==> src/hdl/mcc_defs.svh <==
// Register map, field positions, reset values and counts of the main clock controller
`ifndef MCC_DEFS_SVH
`define MCC_DEFS_SVH

// Register indexes; the byte address is four times the index
`define CSR_INDEX      8'h2c
`define BEEP_INDEX     8'h2d

// Control/status fields
`define CSR_MCO_BIT    7
`define CSR_CP_MSB     6
`define CSR_CP_LSB     5
`define CSR_SMS_BIT    4
`define CSR_TB_MSB     3
`define CSR_TB_LSB     2
`define CSR_OIE_BIT    1
`define CSR_OIF_BIT    0
`define CSR_RESET      8'h00

// Beep control fields
`define BEEP_BC_MSB    1
`define BEEP_BC_LSB    0
`define BEEP_RESET     8'h00

// Time-base periods in oscillator cycles
`define RTC_PERIOD_TB0 16000
`define RTC_PERIOD_TB1 32000
`define RTC_PERIOD_TB2 80000
`define RTC_PERIOD_TB3 200000

// Tone frequencies in Hz at the reference oscillator rate
`define BEEP_OSC_HZ    8000000
`define BEEP_HZ_SEL1   2000
`define BEEP_HZ_SEL2   1000
`define BEEP_HZ_SEL3   500

// Width of the shared period counter
`define CNT_W          18

`endif

==> src/hdl/mcc_pkg.sv <==
// Types shared by the main clock controller modules
`include "mcc_defs.svh"

package mcc_pkg;

  typedef enum logic [1:0] {PM_RUN, PM_ACTIVE_HALT, PM_HALT} power_mode_t;

  typedef struct packed {
    logic [`CNT_W-1:0] count;
  } cnt_state_t;

  typedef struct packed {
    logic              clock_out_enable;
    logic [1:0]        cpu_divider_select;
    logic              slow_select;
    logic [1:0]        time_base_select;
    logic              osc_irq_enable;
    logic              timeout_flag;
    logic [1:0]        tone_select;
    logic [1:0]        tb_active;
    logic [2:0]        shift;
    logic [3:0]        div_cnt;
    logic              cpu_tick;
    logic              clock_out_pin;
    logic              tone_pin;
    power_mode_t       mode;
    logic              in_active_halt;
    logic              in_halt;
    logic [7:0]        prdata;
    logic              pready;
    logic              pslverr;
    logic              rd_clear;
    logic              irq;
  } state_t;

endpackage

==> src/hdl/period_if.sv <==
// Connection between a period owner and a period counter
`timescale 1ns/1ps
`include "mcc_defs.svh"

interface period_if;
  logic              run;
  logic              clr;
  logic [`CNT_W-1:0] last;
  logic [`CNT_W-1:0] count;
  logic              wrap;

  modport owner   (output run, output clr, output last, input count, input wrap);
  modport counter (input run, input clr, input last, output count, output wrap);
endinterface

==> src/hdl/main_clock_ctrl_rtc_beeper.sv <==
// Main clock controller: CPU prescaler, clock-out, time base, beeper, APB registers
//
// How it works
// - Slow mode divides by 2, 4, 8, 16
// - Slow select off gives full oscillator rate
// - Control bit 7 enables clock-out pin
// - Clock-out stops toggling in active-halt
// - Time-base field selects four counter periods
// - New time base applies after current period
// - Period end sets the timeout flag
// - Reading control/status clears the timeout flag
// - Interrupt only when interrupt enable set
// - Halt with enable set enters active-halt
// - Wait unaffected; interrupt ends wait
// - Active-halt: counter runs, registers frozen, wakes
// - Full halt freezes all; other wake only
// - Tone field selects off or three tones
// - Tone keeps running in active-halt
// - Both registers reset to zero
`timescale 1ns/1ps
`include "mcc_defs.svh"

module main_clock_ctrl_rtc_beeper
  import mcc_pkg::*;
#(
  parameter int unsigned RTC_TB0    = `RTC_PERIOD_TB0,
  parameter int unsigned RTC_TB1    = `RTC_PERIOD_TB1,
  parameter int unsigned RTC_TB2    = `RTC_PERIOD_TB2,
  parameter int unsigned RTC_TB3    = `RTC_PERIOD_TB3,
  parameter int unsigned BEEP_HALF1 = `BEEP_OSC_HZ / (2 * `BEEP_HZ_SEL1),
  parameter int unsigned BEEP_HALF2 = `BEEP_OSC_HZ / (2 * `BEEP_HZ_SEL2),
  parameter int unsigned BEEP_HALF3 = `BEEP_OSC_HZ / (2 * `BEEP_HZ_SEL3)
)
(
  // Clock and reset
  input  wire logic        pclk,
  input  wire logic        presetn,
  // APB slave
  input  wire logic        psel,
  input  wire logic        penable,
  input  wire logic        pwrite,
  input  wire logic [7:0]  paddr,
  input  wire logic [31:0] pwdata,
  output logic      [31:0] prdata,
  output logic             pready,
  output logic             pslverr,
  // CPU core side
  input  wire logic        halt_req,
  input  wire logic        wake_other,
  output logic             cpu_tick,
  output logic             irq,
  output logic             active_halt,
  output logic             full_halt,
  // Alternate function pins
  output logic             clock_out_pin,
  output logic             clock_out_oe_n,
  output logic             tone_pin,
  output logic             tone_oe_n
);

  localparam logic [7:0] CSR_ADDR  = `CSR_INDEX << 2;
  localparam logic [7:0] BEEP_ADDR = `BEEP_INDEX << 2;

  state_t st_q;
  state_t st_d;

  period_if rtc ();
  period_if beep ();

  logic       setup;
  logic       access;
  logic       hit_csr;
  logic       hit_beep;
  logic       frozen;
  logic       rd_clear_now;
  logic [7:0] csr_rd;
  logic [7:0] beep_rd;
  logic [2:0] target_shift;
  logic [4:0] ratio;
  logic [3:0] div_last;

  period_counter u_rtc
  (
    .pclk    (pclk),
    .presetn (presetn),
    .cnt     (rtc)
  );

  period_counter u_beep
  (
    .pclk    (pclk),
    .presetn (presetn),
    .cnt     (beep)
  );

  // Time base runs in run and active-halt, stops in full halt
  assign rtc.run  = (st_q.mode != PM_HALT);
  assign rtc.clr  = 1'b0;

  always_comb
  begin
    unique case (st_q.tb_active)
      2'b00: rtc.last = `CNT_W'(RTC_TB0 - 1);
      2'b01: rtc.last = `CNT_W'(RTC_TB1 - 1);
      2'b10: rtc.last = `CNT_W'(RTC_TB2 - 1);
      2'b11: rtc.last = `CNT_W'(RTC_TB3 - 1);
    endcase
  end

  // Tone keeps running in active-halt; software turns it off
  assign beep.run = (st_q.tone_select != 2'b00) && (st_q.mode != PM_HALT);
  assign beep.clr = (st_q.tone_select == 2'b00);

  always_comb
  begin
    unique case (st_q.tone_select)
      2'b01:   beep.last = `CNT_W'(BEEP_HALF1 - 1);
      2'b10:   beep.last = `CNT_W'(BEEP_HALF2 - 1);
      2'b11:   beep.last = `CNT_W'(BEEP_HALF3 - 1);
      2'b00:   beep.last = '0;
    endcase
  end

  assign setup    = psel && !penable;
  assign access   = psel && penable && st_q.pready;
  assign hit_csr  = (paddr == CSR_ADDR);
  assign hit_beep = (paddr == BEEP_ADDR);
  assign frozen   = (st_q.mode != PM_RUN);

  assign csr_rd  = {st_q.clock_out_enable, st_q.cpu_divider_select, st_q.slow_select,
                    st_q.time_base_select, st_q.osc_irq_enable, st_q.timeout_flag};
  assign beep_rd = {6'h00, st_q.tone_select};

  // Only the flag value actually returned is cleared, so a new event is kept
  assign rd_clear_now = access && !pwrite && hit_csr && st_q.rd_clear && !frozen;

  assign target_shift = st_q.slow_select ? (3'({1'b0, st_q.cpu_divider_select}) + 3'h1) : 3'h0;
  assign ratio        = 5'h01 << st_q.shift;
  assign div_last     = 4'(ratio - 5'h01);

  always_comb
  begin
    st_d          = st_q;
    st_d.pready   = 1'b0;
    st_d.pslverr  = 1'b0;
    st_d.cpu_tick = 1'b0;

    // APB setup: decode and capture read data for the access phase
    if (setup)
    begin
      st_d.pready   = 1'b1;
      st_d.pslverr  = !(hit_csr || hit_beep);
      st_d.prdata   = hit_csr ? csr_rd : (hit_beep ? beep_rd : 8'h00);
      st_d.rd_clear = hit_csr && !pwrite && csr_rd[`CSR_OIF_BIT];
    end

    // Writes are lost while the registers are frozen
    if (access && pwrite && !frozen)
    begin
      if (hit_csr)
      begin
        st_d.clock_out_enable   = pwdata[`CSR_MCO_BIT];
        st_d.cpu_divider_select = pwdata[`CSR_CP_MSB:`CSR_CP_LSB];
        st_d.slow_select        = pwdata[`CSR_SMS_BIT];
        st_d.time_base_select   = pwdata[`CSR_TB_MSB:`CSR_TB_LSB];
        st_d.osc_irq_enable     = pwdata[`CSR_OIE_BIT];
      end
      if (hit_beep)
      begin
        // Reserved bits are expected zero and are not stored
        st_d.tone_select = pwdata[`BEEP_BC_MSB:`BEEP_BC_LSB];
      end
    end

    // Set wins over the read clear
    st_d.timeout_flag = (st_q.timeout_flag && !rd_clear_now) || rtc.wrap;

    // New time base taken only at the end of the running period
    if (rtc.wrap)
    begin
      st_d.tb_active = st_q.time_base_select;
    end

    // CPU prescaler; ratio reloads only at a period end, so no short pulse
    if (st_q.mode == PM_RUN)
    begin
      if (st_q.div_cnt >= div_last)
      begin
        st_d.div_cnt  = 4'h0;
        st_d.cpu_tick = 1'b1;
        st_d.shift    = target_shift;
      end
      else
      begin
        st_d.div_cnt = st_q.div_cnt + 4'h1;
      end
    end
    else
    begin
      st_d.div_cnt = 4'h0;
    end

    // Clock-out toggles at each CPU tick, parked low in either halt
    if (st_q.clock_out_enable && st_q.mode == PM_RUN)
    begin
      if (st_d.cpu_tick)
      begin
        st_d.clock_out_pin = !st_q.clock_out_pin;
      end
    end
    else
    begin
      st_d.clock_out_pin = 1'b0;
    end

    // Tone square wave, about half duty
    if (st_q.tone_select == 2'b00)
    begin
      st_d.tone_pin = 1'b0;
    end
    else if (beep.wrap)
    begin
      st_d.tone_pin = !st_q.tone_pin;
    end

    // Power modes; wait mode needs nothing here, the interrupt ends it
    unique case (st_q.mode)
      PM_RUN:
      begin
        if (halt_req)
        begin
          st_d.mode = st_q.osc_irq_enable ? PM_ACTIVE_HALT : PM_HALT;
        end
      end
      PM_ACTIVE_HALT:
      begin
        if (st_q.irq || wake_other)
        begin
          st_d.mode = PM_RUN;
        end
      end
      PM_HALT:
      begin
        if (wake_other)
        begin
          st_d.mode = PM_RUN;
        end
      end
      default:
      begin
        st_d.mode = PM_RUN;
      end
    endcase

    st_d.in_active_halt = (st_d.mode == PM_ACTIVE_HALT);
    st_d.in_halt        = (st_d.mode == PM_HALT);
    // Level request; the CPU mask gates delivery outside
    st_d.irq = st_d.timeout_flag && st_d.osc_irq_enable;
  end

  always_ff @(posedge pclk or negedge presetn)
  begin
    if (!presetn)
    begin
      st_q <= '0;
    end
    else
    begin
      st_q <= st_d;
    end
  end

  assign prdata         = {24'h000000, st_q.prdata};
  assign pready         = st_q.pready;
  assign pslverr        = st_q.pslverr;
  assign cpu_tick       = st_q.cpu_tick;
  assign irq            = st_q.irq;
  assign active_halt    = st_q.in_active_halt;
  assign full_halt      = st_q.in_halt;
  assign clock_out_pin  = st_q.clock_out_pin;
  assign clock_out_oe_n = !st_q.clock_out_enable;
  assign tone_pin       = st_q.tone_pin;
  assign tone_oe_n      = (st_q.tone_select == 2'b00);
endmodule

==> src/hdl/period_counter.sv <==
// Free counter that wraps after a programmable last value
`timescale 1ns/1ps
`include "mcc_defs.svh"

module period_counter
  import mcc_pkg::*;
(
  // Clock and reset
  input  wire logic pclk,
  input  wire logic presetn,
  // Owner side
  period_if.counter cnt
);

  cnt_state_t st_q;
  cnt_state_t st_d;

  always_comb
  begin
    st_d = st_q;
    if (cnt.clr)
    begin
      st_d.count = '0;
    end
    else if (cnt.run)
    begin
      // Compare with >= so a shortened period never overruns
      st_d.count = (st_q.count >= cnt.last) ? '0 : st_q.count + 1'b1;
    end
  end

  always_ff @(posedge pclk or negedge presetn)
  begin
    if (!presetn)
    begin
      st_q <= '0;
    end
    else
    begin
      st_q <= st_d;
    end
  end

  assign cnt.count = st_q.count;
  assign cnt.wrap  = cnt.run && !cnt.clr && (st_q.count >= cnt.last);

endmodule

==> config.mk <==
export PLATFORM = sky130hd
export DESIGN_NAME = main_clock_ctrl_rtc_beeper
export DESIGN_NICKNAME = d
export VERILOG_FILES = /design/src/hdl/mcc_pkg.sv /design/src/hdl/period_if.sv /design/src/hdl/main_clock_ctrl_rtc_beeper.sv /design/src/hdl/period_counter.sv
export VERILOG_INCLUDE_DIRS = /design/src /design/src/hdl
export SDC_FILE = /design/constraint.sdc
export NUM_CORES = 1
export LEC_CHECK = 0
export BUFFER_PORTS_ARGS = -buffer_cell sky130_fd_sc_hd__buf_2
export CAP_MARGIN = 20
export CORE_ASPECT_RATIO = 1.2
export CORE_UTILIZATION = 48
export CTS_CLUSTER_DIAMETER = 120
export DETAILED_ROUTE_END_ITERATION = 12
export PLACE_DENSITY = 0.71
export SYNTH_ARGS = -nofsm -noshare
export SYNTH_HDL_FRONTEND = slang
export SYNTH_SLANG_ARGS = --single-unit
export TNS_END_PERCENT = 10
==> constraint.sdc <==
create_clock -name pclk -period 4.5 [get_ports pclk]
set_input_delay 0.675 -clock pclk [delete_from_list [all_inputs] [get_ports pclk]]
set_output_delay 0.675 -clock pclk [all_outputs]
set_load 0.005 [all_outputs]
**Word-level counts from Yosys, hierarchy flattened**

Index checks and enable logic that the tools add are counted.

- Register bits after elaboration: 74
- Input bits: 47
- Output and inout bits: 42

- Reduce and logical (&&, ||, !) cells: 40
- Add/sub/neg operators: 5
- Magnitude comparators: 3
- Mux-type cells: 25
- Shift-type cells: 1
- Eq/ne operators: 14

Operators by type and width:

| cell | number |
|---|---|
| $pmux 18 s4 | 2 |
| $mux 18 | 4 |
| $add 18x1->18 const B | 2 |
| $ge 18x18->1 | 2 |
| $logic_and 1x1->1 | 18 |
| $eq 8x8->1 const B | 2 |
| $eq 2x2->1 const B | 6 |
| $mux 2 | 5 |
| $logic_not 1->1 | 9 |
| $eq 2x1->1 const B | 4 |
| $mux 1 | 8 |
| $mux 4 | 2 |
| $mux 8 | 1 |
| $reduce_bool 2->1 | 4 |
| $logic_not 2->1 | 3 |
| $mux 3 | 2 |
| $pmux 2 s3 | 1 |
| $reduce_and 2->1 | 3 |
| $add 4x1->4 const B | 1 |
| $ge 4x4->1 | 1 |
| $ne 2x2->1 const B | 2 |
| $shl 1x3->4 const A | 1 |
| $sub 4x1->4 const B | 1 |
| $add 2x1->3 const B | 1 |
| $logic_or 1x1->1 | 3 |

**Logic depth before layout (Yosys ltp)**

- Depth in word-level cells: 10
- Mapped depth: 12

**By module**

Synthesis repeated with hierarchy kept, for this count alone.

- Cells, all modules: 537
- Area total of the unflattened synthesis: 5027.3 um2

Modules (own cells, without submodules):

| module | cells an instance | seq. area each (um2) | instances | area each (um2) |
|---|---|---|---|---|
| period_counter | 173 | 450.4 | 2 | 1452.6 |
| main_clock_ctrl_rtc_beeper | 191 | 950.9 | 1 | 2122.0 |

**Worst setup path after synthesis**

Ideal clock, no wire load.

- Kind: reg-to-reg
- Start: reg st_q (netlist bit beep_rd[0])
- End: reg u_beep.st_q (netlist bit u_beep.cnt.count[6])
- Clock period less this slack: 2.474 ns
- Stages on the path, launching flop included: 12
- Arrival: 2.410 ns
- Library setup time: 0.064 ns
- Path slack: 2.026 ns
- Buffers on the path: 1
- Path through: dfrtp_1 > inv_1 > ha_1 > inv_1 > ha_1 > and2b_2 > a221o_1 > a311oi_2 > a21oi_2 > buf_6 > o31ai_1 > a21o_1

- Word-level cells in the longest chain between the ends: 6

Ends and longest elaborated chain:

| item | RTL line | text |
|---|---|---|
| start, declared | main_clock_ctrl_rtc_beeper.sv:64 | `state_t st_q;` |
| start signal, assigned | main_clock_ctrl_rtc_beeper.sv:269 | `st_q <= st_d;` |
| $eq 2x2->1, or another cell as far along | main_clock_ctrl_rtc_beeper.sv:116 | `unique case (st_q.tone_select)` |
| $pmux 18 s4 | main_clock_ctrl_rtc_beeper.sv:116 |  |
| $ge 18x18->1 | period_counter.sv:28 | `st_d.count = (st_q.count >= cnt.last) ? '0 : st_q.count + 1'b1;` |
| $mux 18 | period_counter.sv:28 |  |
| $mux 18 | period_counter.sv:25 | `else if (cnt.run)` |
| $mux 18 | period_counter.sv:21 | `if (cnt.clr)` |
| end signal, assigned | period_counter.sv:40 | `st_q <= st_d;` |
| end, declared | period_counter.sv:15 | `cnt_state_t st_q;` |

Parallel ways exist; a longest one is shown, timed or not. The select of a mux whose other input is x is not followed.
A chain may end at the register's enable or synchronous reset.

**Worst setup path after layout**

- Start: reg st_q (netlist bit beep_rd[0])
- End: reg u_beep.st_q (netlist bit u_beep.cnt.count[5])

Same word-level chain as after synthesis.

==> impl_results.md <==
* Post-layout instance area at 0.00468 mm²
* Largest net degree at the start of global routing at 39
* Die area at 0.00936 mm²
* Synth unique cells at 54
* DIE WIDTH at 88.5 µm
* CP required at 4790 ps
* Number of enable flip-flop cells after synthesis at 0
* GR Overflow Total at 0
* First-pass GRT wire length at 14800 µm
* Static leakage at 2.37 nW
* CTS resizes at 0
* Setup CP Type: reg2reg
* Seq/Total Area, Yosys at 43.0%
* Vias in the first global route at 3171
* WL met2 at 4640 µm
* Top area cells in the synthesized netlist: dfrtp_1, ha_1, buf_4
* Startpoint types: flop
* XOR/XNOR share of the synthesized area at 3.86%
* Met3 wire length at 265 µm
* Final wirelength at 8770 µm
* Crit. End Element: flop
* Final setup fails at 0
* Complex-gate fraction of the synthesized area at 12.7%
* Post-Syn Area at 0.00431 mm²
* Worst hold margin at 418 ps
* Proportion of synthesized area in mux cells at 3.80%
* Core area at 0.00866 mm²
* Finished Core Util at 54.0%
* Top sig layer: met4
* Vias at 3185
* Mapped Avg Cell Area at 10.1 µm²
* Fill count at 794
* Reg-to-reg setup timing slack at 1290 ps
* Root Driver: clkbuf_8
* #FFs+latches synth at 74
* Placed Area at 0.00447 mm²
* FP Rows at 37
* Period utilisation layout at 71.4%
* CTS sink count at 74
* Crit-path max FO at 16
* TritonCTS buffer count at 9
* Register clock-pin slew on the reported worst setup and hold paths at 90 ps
* Seq. cell area at 0.00185 mm²
* Unrepaired setup endpoints after global routing: no
* Hold WC Path Type: in2async
* Post-synth ARST share at 100%
* Post-DRT Antenna Nets at 0
* Tightest Pin Transition at 923 ps
* Max-cap violations at 0
* Worst slew margin at 38.4%
* Ys Warns at 0
* WL/cell at 15.0 µm
* Starting DRT DRC Count at 134
* Fin. Hold Viols at 0
* Die span in y at 106 µm
* CTS tree: yes
* Setup Skew at 11.8 ps
* Number of detailed-route iterations in the first pass at 4
* H-tree depth at 3
* CTS max path bufs at 2
* Peak Freq at 311 MHz
* Outcome: complete, no violations
* Diodes inserted at 0
* Synth Area in Simple Gates at 18.9%
* Crit path DAT at 3500 ps
* Dominant synthesized flop cell: dfrtp_1
* Fin nets at 541
* Post-synth top area share at 43.0%
* Post-synthesis cell count at 426
* Starting Density at 49.8%
* Largest area contributor in the netlist: dfrtp_1
* GRT Util Overall at 20.4%
* Initial antenna violation count at 0
* Footprint of the multi-input gates at 0.00218 mm²
* Fin. max-slew vios at 0
* R2R cell count at 10
* Maximum VDD drop at 0.145 mV
* Setup Buffers After CTS at 0
* DRC at 0
* Final min period at 3210 ps
* Final Wtd Congestion at 0.813
* HPWL after DPL at 6420 µm
* Synth Area in Adders at 9.29%
* Via density at 5.45
* I/O Pins at 89
* P&R area growth vs syn at 8.57%
* Pwr dens at 299 mW/mm²
* Worst reg2reg path endpoint: u_beep.cnt.count[5]
* R2R Path Start: beep_rd[0]
* # port buffers at 40
* Worst skew pair latency at 350 ps
* Share of cells above drive strength 1 at 18.6%
* Met1 WL at 3730 µm
* Hold Buf Count CTS at 0
* Main combinational cell family by area after synthesis: simple AND/OR/NAND/NOR gates
* Final setup TNS at 0 ps
-- layout by cell type (no fill, tap or decap), types with 4 or more instances in the layout --
master    count
a21o_1        7
a21oi_1      10
a221o_1       4
a22o_1       13
and3_1       15
buf_2        40
clkbuf_8      9
conb_1       24
dfrtp_1      74
ha_1         32
inv_1        18
mux2_2       11
mux2i_1       4
nand2_1      29
nand2b_1      5
nand3_1      13
nand4_1      10
nor2_1       40
nor2b_1       6
nor3_1        5
nor4_1        4
o21ai_0      13
o31ai_1       8
or3_1         5
xnor2_1       7
xor2_1       12
-- layer usage --
layer  GRT usage, %  vias up
li1               -     1543
met1           24.9     1560
met2           35.2       70
met4           7.60        0
met5              0        -
met3           3.60       12
-- Yosys cell counts (all sizes together) (2+ instances only) --
| library cell | number |
|---|---|
| a211o | 2 |
| a211oi | 4 |
| a21o | 8 |
| a21oi | 11 |
| a221o | 4 |
| a22o | 14 |
| a31o | 2 |
| a32o | 2 |
| and2 | 3 |
| and3 | 16 |
| and4 | 2 |
| and4bb | 2 |
| buf | 37 |
| clkbuf | 4 |
| dfrtp | 74 |
| ha | 32 |
| inv | 18 |
| mux2 | 11 |
| mux2i | 4 |
| nand2 | 29 |
| nand2b | 5 |
| nand3 | 13 |
| nand4 | 10 |
| nor2 | 40 |
| nor2b | 6 |
| nor3 | 5 |
| nor4 | 4 |
| nor4b | 4 |
| o21ai | 13 |
| o31ai | 8 |
| or2 | 3 |
| or3 | 5 |
| or4 | 2 |
| xnor2 | 7 |
| xor2 | 12 |
-- where the power goes --
part           switching [W]  internal [W]
clock network       0.000281      0.000266
registers          0.0000318      0.000695
logic              0.0000722     0.0000517
total               0.000385       0.00101
-- through the flow --
step | setup WS, ps | std cells | total power, W
3_3_place_gp | 1510 | 568 | 0.000860
4_1_cts | 1330 | 584 | 0.00142
5_1_grt | 1080 | 584 | 0.00146
2_1_floorplan | 2030 | 449 | 0.000827
6_report | 1290 | 584 | 0.00140
3_5_place_dp | 1360 | 568 | 0.000865
-- registers in the layout, summed over array words and instances (netlist names) --
register and cells:
beep_rd 2, clock_out_pin 1, pready 1, tone_pin 1, pslverr 1, irq 1
csr_rd 8, cpu_tick 1, u_rtc.cnt.count 18, active_halt 1, u_beep.cnt.count 18, st_q 12
full_halt 1, prdata 8
-- cell type report --
type,count,share of cell area [%]
well taps,117,3.13
flip-flops and latches,74,39.6
multi-input cells,316,46.7
clock buffers,9,2.65
repair buffers,43,4.76
inverters,18,1.44
clock inverters,7,1.77
-- cells by family after synthesis --
group / Yosys count
AND/OR/NAND/NOR: 153
flip-flops: 74
AO/OA/AOI/OAI: 73
buffers and inverters: 59
adder cells (fa/ha/maj): 32
XOR/XNOR: 19
multiplexers: 15
other: 1
-- worst max-delay path, cell delays in order, from the launching register on --
cell and delay, ps:
dfrtp_1 450, inv_1 140, ha_1 520, inv_1 280, ha_1 340, and3b_1 180, o2111ai_1 240, a21oi_2 80
buf_4 200, nor2_1 450, a221o_1 250
-- worst max-delay path by stage --
| stage | slack [ps] | start | depth (start not counted) | end |
|---|---|---|---|---|
| after global routing | 1080 | beep_rd[0] | 10 | u_beep.cnt.count[5] |
| after detailed placement | 1360 | beep_rd[0] | 10 | u_beep.cnt.count[5] |
| final | 1290 | beep_rd[0] | 10 | u_beep.cnt.count[5] |
| after floorplan | 2030 | beep_rd[0] | 11 | u_beep.cnt.count[6] |
| after CTS | 1330 | beep_rd[0] | 10 | u_beep.cnt.count[5] |
| after global placement | 1510 | beep_rd[0] | 10 | u_beep.cnt.count[9] |
No activity file was read; power rests on OpenSTA's default activity.
